**src/design/dac_ctrl_pkg.sv**
```systemverilog
// Purpose: Shared constants for the eight-channel DAC serial control block.
// Assumes: 24-bit frames, MSB first, 4-bit command, 4-bit address, 16-bit data.
// Notes: Command codes and field positions live here only.
package dac_ctrl_pkg;
   localparam int FRAME_BITS = 24;
   localparam int CHANNELS = 8;
   localparam int DATA_BITS = 16;
   localparam int CMD_HI = 23;
   localparam int CMD_LO = 20;
   localparam int ADDR_HI = 19;
   localparam int ADDR_LO = 16;
   localparam int CNT_W = 6;
   localparam logic [3:0] CMD_NOP = 4'h0;
   localparam logic [3:0] CMD_WRITE_IN = 4'h1;
   localparam logic [3:0] CMD_UPDATE = 4'h2;
   localparam logic [3:0] CMD_WRITE_UPD = 4'h3;
   localparam logic [3:0] CMD_POWER = 4'h4;
   localparam logic [3:0] CMD_MASK = 4'h5;
   localparam logic [3:0] CMD_CHAIN = 4'h8;
   localparam logic [3:0] CMD_READBACK = 4'h9;
   localparam logic [3:0] CMD_WRITE_ALL = 4'ha;
   localparam logic [3:0] CMD_WRITE_UPD_ALL = 4'hb;
   localparam logic [1:0] PWR_NORMAL = 2'h0;
   localparam logic [1:0] PWR_GND_1K = 2'h1;
   localparam logic [1:0] PWR_TRISTATE = 2'h3;
   localparam logic [7:0] MASK_RESET = 8'h00;
   localparam logic [15:0] DATA_RESET = 16'h0000;
   localparam logic [15:0] POWER_RESET = 16'h0000;
endpackage : dac_ctrl_pkg

```
**src/design/dac_reg_bank.sv**
```systemverilog
// Purpose: Input and DAC register banks, one word per channel, registered read.
// Assumes: Load strobes are one-cycle pulses on the system clock.
// Notes: Channel-wise load from input bank is a bit vector so several copy at once.
`timescale 1ns/100ps
`default_nettype none
module dac_reg_bank
   import dac_ctrl_pkg::*;
#(
   parameter int WIDTH = DATA_BITS,
   parameter int DEPTH = CHANNELS
) (
   input wire logic clock,
   input wire logic rstn,
   input wire logic [DEPTH-1:0] inWrite,
   input wire logic [DEPTH-1:0] dacWrite,
   input wire logic [DEPTH-1:0] dacCopy,
   input wire logic [WIDTH-1:0] wrData,
   input wire logic [$clog2(DEPTH)-1:0] rdSel,
   output logic [WIDTH-1:0] rdData,
   output logic [DEPTH*WIDTH-1:0] dacFlat
);
   logic [WIDTH-1:0] inReg_q [DEPTH];
   initial begin
      if (DEPTH < 2 || WIDTH < 1) $error("dac_reg_bank: bad size");
   end
   for (genvar i = 0; i < DEPTH; i++) begin : g_ch
      always_ff @(posedge clock or negedge rstn) begin
         if (!rstn) begin
            inReg_q[i] <= DATA_RESET;
         end else if (inWrite[i]) begin
            inReg_q[i] <= wrData;
         end
      end
      // Direct write beats a copy in the same cycle; they never coincide anyway
      always_ff @(posedge clock or negedge rstn) begin
         if (!rstn) begin
            dacFlat[i*WIDTH +: WIDTH] <= DATA_RESET;
         end else if (dacWrite[i]) begin
            dacFlat[i*WIDTH +: WIDTH] <= wrData;
         end else if (dacCopy[i]) begin
            dacFlat[i*WIDTH +: WIDTH] <= inReg_q[i];
         end
      end
   end
   always_ff @(posedge clock or negedge rstn) begin
      if (!rstn) begin
         rdData <= DATA_RESET;
      end else begin
         rdData <= inReg_q[rdSel];
      end
   end
endmodule : dac_reg_bank
`default_nettype wire

```
**src/design/octal_dac_serial_control.sv**
```systemverilog
// Purpose: Serial front end and register control of an eight-channel DAC.
// Assumes: serial clock, frame sync, data and load pin are asynchronous pins.
// Notes: Pins are oversampled at 200 MHz; the serial clock must be much slower.
// Operation
// - While frame sync low, keep shifting; bits past 24th appear on serial_out.
// - serial_out changes on rising serial clock edge.
// - Frames of odd clock counts still execute.
// - Frame sync rise latches the frame and stops shifting until next fall.
// - Readback 1001 selects one input register by address, ignores other bits.
// - Readback enables serial_out for its transfer even outside chain mode.
// - Next frame shifts out selected register: 4 undefined bits, then 16 data.
// - With frame sync high serial_out only weakly holds the last bit.
// - Command 0100 loads two power bits per channel from low 16 bits.
// - Power pair 00 normal, 01 one kilohm to ground, 11 three-state.
// - Power-down leaves DAC registers alone; updates still apply.
// - load_dac_n low: 0001 updates input and DAC register at frame end.
// - load_dac_n high: 0001 only input; later load fall copies to DAC.
// - Command 0101 loads eight-bit load mask from bits 7..0, reset zero.
// - Masked channels ignore load_dac_n falls; 0001 and 1010 still see its low level.
// - Command 0010 copies selected input registers to DAC registers.
// - Command 0011 writes input and DAC register of addressed channel.
// - Each load_dac_n fall while frame sync is high copies input to DAC on unmasked channels.
// - load_dac_n tied low makes the mask irrelevant.
// - Chain setting bit 0 enables chain mode; reset is standalone.
// - Frame is 24 bits MSB first: command, address, data.
// - serial_in sampled into shift register on serial clock falling edge.
`timescale 1ns/100ps
`default_nettype none
module octal_dac_serial_control
   import dac_ctrl_pkg::*;
#(
   parameter int NCH = CHANNELS
) (
   input wire logic clock,
   input wire logic rstn,
   input wire logic serialClock,
   input wire logic frameSyncN,
   input wire logic serialIn,
   input wire logic loadDacN,
   output logic serialOut,
   output logic serialOutEn,
   output logic serialOutKeep,
   output logic chainEnable,
   output logic [2*NCH-1:0] powerMode,
   output logic [NCH-1:0] loadPinMask,
   output logic [NCH*DATA_BITS-1:0] dacValue
);
   initial begin
      if (NCH != CHANNELS) $error("octal_dac_serial_control: NCH must be 8");
   end

   logic rst1_q, rstSync_q;
   always_ff @(posedge clock or negedge rstn) begin
      if (!rstn) begin
         rst1_q <= 1'b0;
         rstSync_q <= 1'b0;
      end else begin
         rst1_q <= 1'b1;
         rstSync_q <= rst1_q;
      end
   end

   // Three-stage pin synchronisers; stage 1 feeds only stage 2
   logic [3:0] pin1_q, pin2_q, pin3_q;
   always_ff @(posedge clock or negedge rstSync_q) begin
      if (!rstSync_q) begin
         pin1_q <= 4'hf;
         pin2_q <= 4'hf;
         pin3_q <= 4'hf;
      end else begin
         pin1_q <= {loadDacN, serialIn, frameSyncN, serialClock};
         pin2_q <= pin1_q;
         pin3_q <= pin2_q;
      end
   end
   // A change counts once stages two and three agree
   logic [3:0] pinLvl_q;
   always_ff @(posedge clock or negedge rstSync_q) begin
      if (!rstSync_q) begin
         pinLvl_q <= 4'hf;
      end else begin
         for (int b = 0; b < 4; b++) begin
            if (pin2_q[b] == pin3_q[b]) pinLvl_q[b] <= pin3_q[b];
         end
      end
   end
   logic [3:0] pinAgree;
   logic sclkRise, sclkFall, fsFall, fsRise, ldFall, fsLow, ldLow, sdiLvl;
   always_comb begin
      for (int b = 0; b < 4; b++) begin
         pinAgree[b] = (pin2_q[b] == pin3_q[b]) ? pin3_q[b] : pinLvl_q[b];
      end
   end
   assign sclkRise = pinAgree[0] && !pinLvl_q[0];
   assign sclkFall = !pinAgree[0] && pinLvl_q[0];
   assign fsFall = !pinAgree[1] && pinLvl_q[1];
   assign fsRise = pinAgree[1] && !pinLvl_q[1];
   assign fsLow = !pinLvl_q[1];
   assign sdiLvl = pin3_q[2];
   assign ldFall = !pinAgree[3] && pinLvl_q[3];
   assign ldLow = !pinLvl_q[3];

   // Shift register; top bit, bit 23, is the outgoing bit
   logic [FRAME_BITS-1:0] shift_q;
   logic [CNT_W-1:0] bitCnt_q;
   logic sdoBit_q;
   always_ff @(posedge clock or negedge rstSync_q) begin
      if (!rstSync_q) begin
         shift_q <= '0;
         bitCnt_q <= '0;
      end else if (fsFall) begin
         bitCnt_q <= '0;
      end else if (fsLow && sclkFall) begin
         shift_q <= {shift_q[FRAME_BITS-2:0], sdiLvl};
         if (bitCnt_q != CNT_W'(FRAME_BITS)) bitCnt_q <= bitCnt_q + 1'b1;
      end
   end

   // Readback data replaces the outgoing stream for one frame
   logic readArm_q, readActive_q;
   logic [FRAME_BITS-1:0] outShift_q;
   logic [DATA_BITS-1:0] rdData;
   always_ff @(posedge clock or negedge rstSync_q) begin
      if (!rstSync_q) begin
         sdoBit_q <= 1'b0;
         outShift_q <= '0;
      end else if (fsFall) begin
         outShift_q <= readArm_q ? {4'h0, rdData, 4'h0} : '0;
      end else if (fsLow && sclkRise) begin
         // Rising edge drives, so the partner samples on the next fall
         if (readActive_q) begin
            sdoBit_q <= outShift_q[FRAME_BITS-1];
            outShift_q <= {outShift_q[FRAME_BITS-2:0], 1'b0};
         end else begin
            sdoBit_q <= shift_q[FRAME_BITS-1];
         end
      end
   end

   // Frame execution at frame sync rise, whatever the count
   logic chain_q, execute;
   logic [3:0] cmd, addr;
   logic [DATA_BITS-1:0] data;
   logic [2*NCH-1:0] power_q;
   logic [NCH-1:0] mask_q;
   logic [2:0] rdSel_q;
   assign execute = fsRise;
   assign cmd = shift_q[CMD_HI:CMD_LO];
   assign addr = shift_q[ADDR_HI:ADDR_LO];
   assign data = shift_q[DATA_BITS-1:0];

   always_ff @(posedge clock or negedge rstSync_q) begin
      if (!rstSync_q) begin
         chain_q <= 1'b0;
         power_q <= POWER_RESET;
         mask_q <= MASK_RESET;
      end else if (execute) begin
         if (cmd == CMD_CHAIN) chain_q <= data[0];
         if (cmd == CMD_POWER) power_q <= data;
         if (cmd == CMD_MASK) mask_q <= data[NCH-1:0];
      end
   end

   always_ff @(posedge clock or negedge rstSync_q) begin
      if (!rstSync_q) begin
         readArm_q <= 1'b0;
         readActive_q <= 1'b0;
         rdSel_q <= '0;
      end else begin
         if (execute) begin
            readArm_q <= (cmd == CMD_READBACK) && !addr[3];
            if (cmd == CMD_READBACK) rdSel_q <= addr[2:0];
         end
         if (fsFall) readActive_q <= readArm_q;
         else if (fsRise) readActive_q <= 1'b0;
      end
   end

   // Channel strobes
   logic [NCH-1:0] addrHit, inWr, dacWr, dacCp, effLdFall;
   always_comb begin
      addrHit = '0;
      if (!addr[3]) addrHit[addr[2:0]] = 1'b1;
      inWr = '0;
      dacWr = '0;
      dacCp = '0;
      if (execute) begin
         unique case (cmd)
            CMD_WRITE_IN: begin
               inWr = addrHit;
               dacWr = addrHit & ~(mask_q & {NCH{1'b0}}) & {NCH{ldLow}};
            end
            CMD_UPDATE: dacCp = data[NCH-1:0];
            CMD_WRITE_UPD: begin
               inWr = addrHit;
               dacWr = addrHit;
            end
            CMD_WRITE_ALL: begin
               inWr = {NCH{1'b1}};
               dacWr = {NCH{ldLow}};
            end
            CMD_WRITE_UPD_ALL: begin
               inWr = {NCH{1'b1}};
               dacWr = {NCH{1'b1}};
            end
            default: ;
         endcase
      end
      effLdFall = {NCH{ldFall && !fsLow}} & ~mask_q;
      dacCp = dacCp | effLdFall;
   end

   dac_reg_bank #(.WIDTH(DATA_BITS), .DEPTH(NCH)) u_bank (
      .clock(clock),
      .rstn(rstSync_q),
      .inWrite(inWr),
      .dacWrite(dacWr),
      .dacCopy(dacCp),
      .wrData(data),
      .rdSel(rdSel_q),
      .rdData(rdData),
      .dacFlat(dacValue)
   );

   always_ff @(posedge clock or negedge rstSync_q) begin
      if (!rstSync_q) begin
         serialOut <= 1'b0;
         serialOutEn <= 1'b0;
         serialOutKeep <= 1'b0;
         chainEnable <= 1'b0;
         powerMode <= POWER_RESET;
         loadPinMask <= MASK_RESET;
      end else begin
         serialOut <= sdoBit_q;
         serialOutEn <= fsLow && (chain_q || readActive_q);
         serialOutKeep <= !fsLow;
         chainEnable <= chain_q;
         powerMode <= power_q;
         loadPinMask <= mask_q;
      end
   end

   AST_MASK_LOAD: assert property (@(posedge clock) disable iff (!rstSync_q)
      execute && cmd == CMD_MASK |=> mask_q == $past(data[NCH-1:0]))
      else $error("mask not loaded");
   AST_POWER_LOAD: assert property (@(posedge clock) disable iff (!rstSync_q)
      execute && cmd == CMD_POWER |-> ##2 powerMode == $past(data, 2))
      else $error("power mode not loaded");
   AST_CHAIN_BIT: assert property (@(posedge clock) disable iff (!rstSync_q)
      execute && cmd == CMD_CHAIN |-> ##2 chainEnable == $past(data[0], 2))
      else $error("chain bit wrong");
   AST_NO_SHIFT_IDLE: assert property (@(posedge clock) disable iff (!rstSync_q)
      !fsLow && !fsFall |=> $stable(shift_q))
      else $error("shift while frame idle");
   AST_SDO_RISE_ONLY: assert property (@(posedge clock) disable iff (!rstSync_q)
      !(fsLow && sclkRise) && !fsFall |=> $stable(sdoBit_q))
      else $error("serial out moved off rising edge");
   AST_KEEP_IDLE: assert property (@(posedge clock) disable iff (!rstSync_q)
      !fsLow |=> serialOutKeep && !serialOutEn)
      else $error("serial out driven while idle");
   AST_MASK_BLOCKS: assert property (@(posedge clock) disable iff (!rstSync_q)
      ldFall && !fsLow && !execute |-> (dacCp & mask_q) == '0)
      else $error("masked channel copied");
   AST_READ_EN: assert property (@(posedge clock) disable iff (!rstSync_q)
      fsFall && readArm_q |=> ##1 serialOutEn || !fsLow)
      else $error("readback did not enable serial out");

   // Strobe and data path checks against the latched frame
   AST_WRITE_PIN_LOW: assert property (@(posedge clock) disable iff (!rstSync_q)
      execute && cmd == CMD_WRITE_IN && ldLow && !addr[3] |=> dacValue[addr[2:0]*DATA_BITS +: DATA_BITS] == $past(data))
      else $error("pin low write did not reach DAC register");
   AST_WRITE_PIN_HIGH: assert property (@(posedge clock) disable iff (!rstSync_q)
      execute && cmd == CMD_WRITE_IN && !ldLow |=> $stable(dacValue))
      else $error("pin high write changed DAC register");
   AST_WRITE_UPD: assert property (@(posedge clock) disable iff (!rstSync_q)
      execute && cmd == CMD_WRITE_UPD && !addr[3] |=> dacValue[addr[2:0]*DATA_BITS +: DATA_BITS] == $past(data))
      else $error("write and update missed DAC register");
   AST_WRITE_UPD_HI: assert property (@(posedge clock) disable iff (!rstSync_q)
      execute && cmd == CMD_WRITE_UPD && addr[3] && !ldFall |=> $stable(dacValue))
      else $error("unmapped address changed a channel");
   AST_POWER_KEEPS_DAC: assert property (@(posedge clock) disable iff (!rstSync_q)
      execute && cmd == CMD_POWER |=> $stable(dacValue))
      else $error("power command changed DAC register");
   AST_READ_SEL: assert property (@(posedge clock) disable iff (!rstSync_q)
      execute && cmd == CMD_READBACK |=> rdSel_q == $past(addr[2:0]))
      else $error("readback select not taken");
   AST_READ_LOAD: assert property (@(posedge clock) disable iff (!rstSync_q)
      fsFall && readArm_q |=> outShift_q[DATA_BITS+3:4] == $past(rdData))
      else $error("readback word not loaded");
   AST_SHIFT_IN: assert property (@(posedge clock) disable iff (!rstSync_q)
      fsLow && sclkFall |=> shift_q[0] == $past(sdiLvl))
      else $error("serial in bit not taken");
   AST_PASS_OUT: assert property (@(posedge clock) disable iff (!rstSync_q)
      fsLow && sclkRise && !readActive_q |=> sdoBit_q == $past(shift_q[FRAME_BITS-1]))
      else $error("overflow bit not passed on");
   AST_CHAIN_DRIVE: assert property (@(posedge clock) disable iff (!rstSync_q)
      fsLow && chain_q |=> serialOutEn && !serialOutKeep)
      else $error("chain mode did not drive serial out");
   AST_LOAD_FALL: assert property (@(posedge clock) disable iff (!rstSync_q)
      ldFall && !fsLow |-> (dacCp & ~mask_q) == ~mask_q)
      else $error("unmasked channel not copied");
endmodule : octal_dac_serial_control
`default_nettype wire

```
**config.mk**
```make
export PLATFORM = sky130hd
export DESIGN_NAME = octal_dac_serial_control
export DESIGN_NICKNAME = d
export VERILOG_FILES = /design/src/design/dac_ctrl_pkg.sv /design/src/design/dac_reg_bank.sv /design/src/design/octal_dac_serial_control.sv
export SDC_FILE = /design/constraint.sdc
export NUM_CORES = 1
export LEC_CHECK = 0
export BUFFER_PORTS_ARGS = -buffer_cell sky130_fd_sc_hd__buf_4
export CAP_MARGIN = 40
export CORE_UTILIZATION = 45
export CTS_BUF_LIST = sky130_fd_sc_hd__clkbuf_4
export DETAILED_ROUTE_END_ITERATION = 7
export GPL_TIMING_DRIVEN = 0
export PLACE_DENSITY = 0.64
export SYNTH_ARGS = -nofsm -noshare
export SYNTH_HDL_FRONTEND = slang
export SYNTH_SLANG_ARGS = --single-unit
```
**constraint.sdc**
```tcl
create_clock -name clock -period 10.7 [get_ports clock]
set_clock_uncertainty 0.1 [all_clocks]
set_input_delay 3.21 -clock clock [delete_from_list [all_inputs] [get_ports clock]]
set_output_delay 3.21 -clock clock [all_outputs]
set_load 0.05 [all_outputs]
```
==> summary.log <==
INFO  grt            met3_track_demand_over_resource_in_global_routing=0.0462
INFO  sta            final_critical_path_setup_slack=5.92ns
INFO  detailed_routing detail_route.wirelength=43600µm
INFO  cts            cts_resized=0
INFO  detailed_routing via_per_inst=5.20
INFO  floorplan      die-area=38800µm²
INFO  sta            period_needed=4.78ns
INFO  layout         mostFrequentLayoutCells=mux2_2, dfrtp_1, clkbuf_4, buf_4, clkbuf_1
INFO  layout         stdcell_count=2006
INFO  floorplan      die_h=197µm
INFO  logic_synthesis muxShareOfSynthArea=0.342
INFO  cts            worstSkewPairLatency=0.82ns
INFO  setup_path     crit_path_cell_trace=buf_4
INFO  setup_path     worst-path-buf-inv=1
INFO  min_path       holdCritPathClass=flip-flop to flip-flop
INFO  grt            use_met1=0.334
INFO  setup_path     worstSetupEndpointType=output pin
INFO  outcome        run_status=finished clean
INFO  floorplan      core=37600µm²
INFO  grt            grt.met2_usage=0.356
INFO  logic_synthesis post_synth_edffs=0
INFO  logic_synthesis synth.yosys.seq_area_share=0.575
INFO  pwr            power=3040µW
INFO  logic_synthesis netlist-cell-type-count=42
INFO  sta            final_min_period_over_clock_period=0.447
INFO  logic_synthesis netlist_area=17100µm²
INFO  logic_synthesis yosys.area_share.adder=0.00263
INFO  job            max_cap_viol_count=0
INFO  layout         layout-area-overhead-vs-synth=20.2%
INFO  logic_synthesis post_synthesis_cells=1125
INFO  logic_synthesis synth.yosys.warnings=0
INFO  layout         final_net_count=1412
INFO  floorplan      initial_core_util=0.455
INFO  floorplan      die_w=197µm
INFO  logic_synthesis synth_fp_nets=1133
INFO  setup_path     cp_top_family=flip-flops
INFO  grt            grt_max_degree=64
INFO  setup_path     setup.worst_path.start_class=flip-flop
INFO  pwr            p_leak=0.0104µW
INFO  grt            grt_overflow_total=0
INFO  placement      hpwl=31000µm
INFO  detailed_routing ant_nets=0
INFO  setup_path     worst_path_largest_cell_delay=0.43ns
INFO  cts            cts.sink_count=392
INFO  sta            timing.final.max_slew_violations=0
INFO  cts            cts_made_buffers=107
INFO  sta            fin_setup_tns=0ns
INFO  floorplan      rows=71
INFO  pwr            power.ir.vdd_worst=0.0858mV
INFO  floorplan      boundaryPins=162
INFO  grt            grt-busiest-layer=met2
INFO  placement      detailedPlace.worstSlack=6.75ns
INFO  sta            hold_violations=0
INFO  sta            slew_at_the_pin_closest_to_its_max_slew_limit=0.874ns
INFO  grt            grt_pass1_wl=66900µm
INFO  cts            cts-root-to-sink-buffers=3
INFO  layout         post_route_cells_drive_above_1_share=0.600
INFO  placement      placedCellCount=1805
INFO  cts            cts_htree_levels=3
INFO  detailed_routing drc=0
INFO  detailed_routing wire_per_inst=21.7µm
INFO  grt            number_of_global_route_vias_before_repair=11056
INFO  layout         layout_commonest_cell=mux2_2
INFO  logic_synthesis postSynth.asyncResetShare=1.00
INFO  sta            final-setup-viol-count=0
INFO  grt            number_of_antenna_violations_at_the_first_check_in_global_routing=2
INFO  logic_synthesis synth_simple_gate_area_frac=0.0289
INFO  detailed_routing routed-via-count=10432
INFO  cts            cts.root.buffer_cell=clkbuf_4
INFO  setup_path     worst_ep_required_time=7.39ns
INFO  detailed_routing detail_route.iter0.violations=431
INFO  placement      gp_routability_congestion=0.827
INFO  logic_synthesis synthXorXnorAreaFrac=0
INFO  sta            timing.fmax=209MHz
INFO  grt            track_usage=0.233
INFO  setup_path     worst-endpoint-arrival=1.47ns
INFO  cts            cts_hold_repair.buffers=0
INFO  setup_path     timing.critical_path.slowest_stage_cell=dfrtp_1
INFO  setup_path     worstSetupPathType=flip-flop to output pin
INFO  logic_synthesis synth_top_family_by_area=multiplexers
INFO  cts            tritoncts=yes
INFO  logic_synthesis synth_compound_gate_area_share=0.0265
INFO  logic_synthesis postSynthRegisterBits=392
INFO  placement      io_buffers=161
INFO  detailed_routing tritonroute_pass_1_iters=5
INFO  cts            post_cts_clock_slew_at_the_launch_and_capture_registers_of_the_worst_setup_and_hold_paths=0.07ns
INFO  logic_synthesis syn_avg_cell_area=15.2µm²
INFO  pwr            power.density=148nW/µm²
INFO  cts            post_cts_buffers=0
INFO  logic_synthesis yosys_most_used_dff=dfrtp_1
INFO  setup_path     critical_path.max_fanout=2
INFO  sta            maxSlewHeadroom=0.418
INFO  sta            grt_setup_unrepaired=false
-- through the flow --
step                utilization  hold WS, ns  instance area, µm²
floorplan                     -        0.231               17100
global placement          0.504        0.237               19000
detailed placement        0.509        0.241               19100
CTS                       0.547        0.257               20600
global route              0.547        0.246               20600
finish                    0.547        0.253               20600
-- final cells by class --
type,instances,area (µm²)
Antenna cell,3,7.51
Tap cell,511,639
Clock inverter,21,95.1
Timing Repair Buffer,170,1400
Inverter,3,11.3
Sequential cell,392,9830
Buffer,88,428
Clock buffer,176,1320
Fill cell,3267,17000
Multi-Input combinational cell,642,6840
-- final timing paths --
| path | startpoint | cells past startpoint | to | slack (ns) |
|---|---|---|---|---|
| max in group asynchronous | rstn | 1 | rstSync_q | 8.33 |
| hold / removal | rst1_q | 0 | rstSync_q | 0.25 |
| min in group asynchronous | rstSync_q | 0 | u_bank.dacFlat[82] | 0.34 |
| hold reg to reg | rst1_q | 0 | rstSync_q | 0.25 |
| setup / recovery | u_bank.dacFlat[63] | 1 | dacValue[63] | 5.92 |
| setup reg to reg | pinLvl_q[1] | 9 | u_bank.dacFlat[57] | 7.25 |
-- metal layers --
layer | share of wire | vias to the layer above | routed length, µm
met5 | 0 | - | 0
met4 | 0.020 | 0 | 859
met3 | 0.042 | 64 | 1830
met2 | 0.46 | 234 | 20200
met1 | 0.47 | 5420 | 20700
li1 | - | 4714 | -
-- synthesized netlist by cell type (2+ instances only) --
master	n	area, µm²
mux2_2	446	5020
dfrtp_1	377	9430
clkbuf_1	45	169
mux4_2	32	721
nand2_1	29	109
a21oi_1	23	115
nor2b_1	22	138
buf_2	20	100
o21ai_0	20	100
dfstp_2	15	394
buf_1	11	41.3
nand3b_1	9	67.6
buf_6	8	90.1
mux2_1	8	90.1
o22ai_2	8	100
a21oi_2	6	52.6
nor2_1	6	22.5
nand2b_1	4	25.0
nor4bb_1	4	40.0
buf_4	3	22.5
inv_1	3	11.3
a31oi_1	2	12.5
a31oi_4	2	42.5
ha_1	2	25.0
maj3_1	2	20.0
nand3_1	2	10.0
-- cell families after synthesis --
| group | count (synthesis) |
|---|---|
| muxes | 487 |
| AOI/OAI and AO/OA | 65 |
| other | 1 |
| adders and majority gates | 4 |
| DFF | 392 |
| buffers and inverters | 91 |
| and+or+nand+nor | 85 |
-- flip-flops by register name, indices dropped and copies added, names as in the netlist, 3 cells and up --
name,cells
loadPinMask,8
u_bank.dacFlat,128
shift_q,24
pin3_q,4
mask_q,8
rdSel_q,3
pin2_q,4
u_bank.inReg_q,128
outShift_q,20
pin1_q,4
powerMode,16
power_q,16
pinLvl_q,3
u_bank.rdData,16
-- where the power goes --
part / switching, µW / internal (µW) / total (µW)
clock: 636 / 739 / 1370
combinational: 114 / 36.2 / 150
sequential: 16.3 / 1500 / 1520
total: 766 / 2270 / 3040
Power figures use the tool's default switching activity.
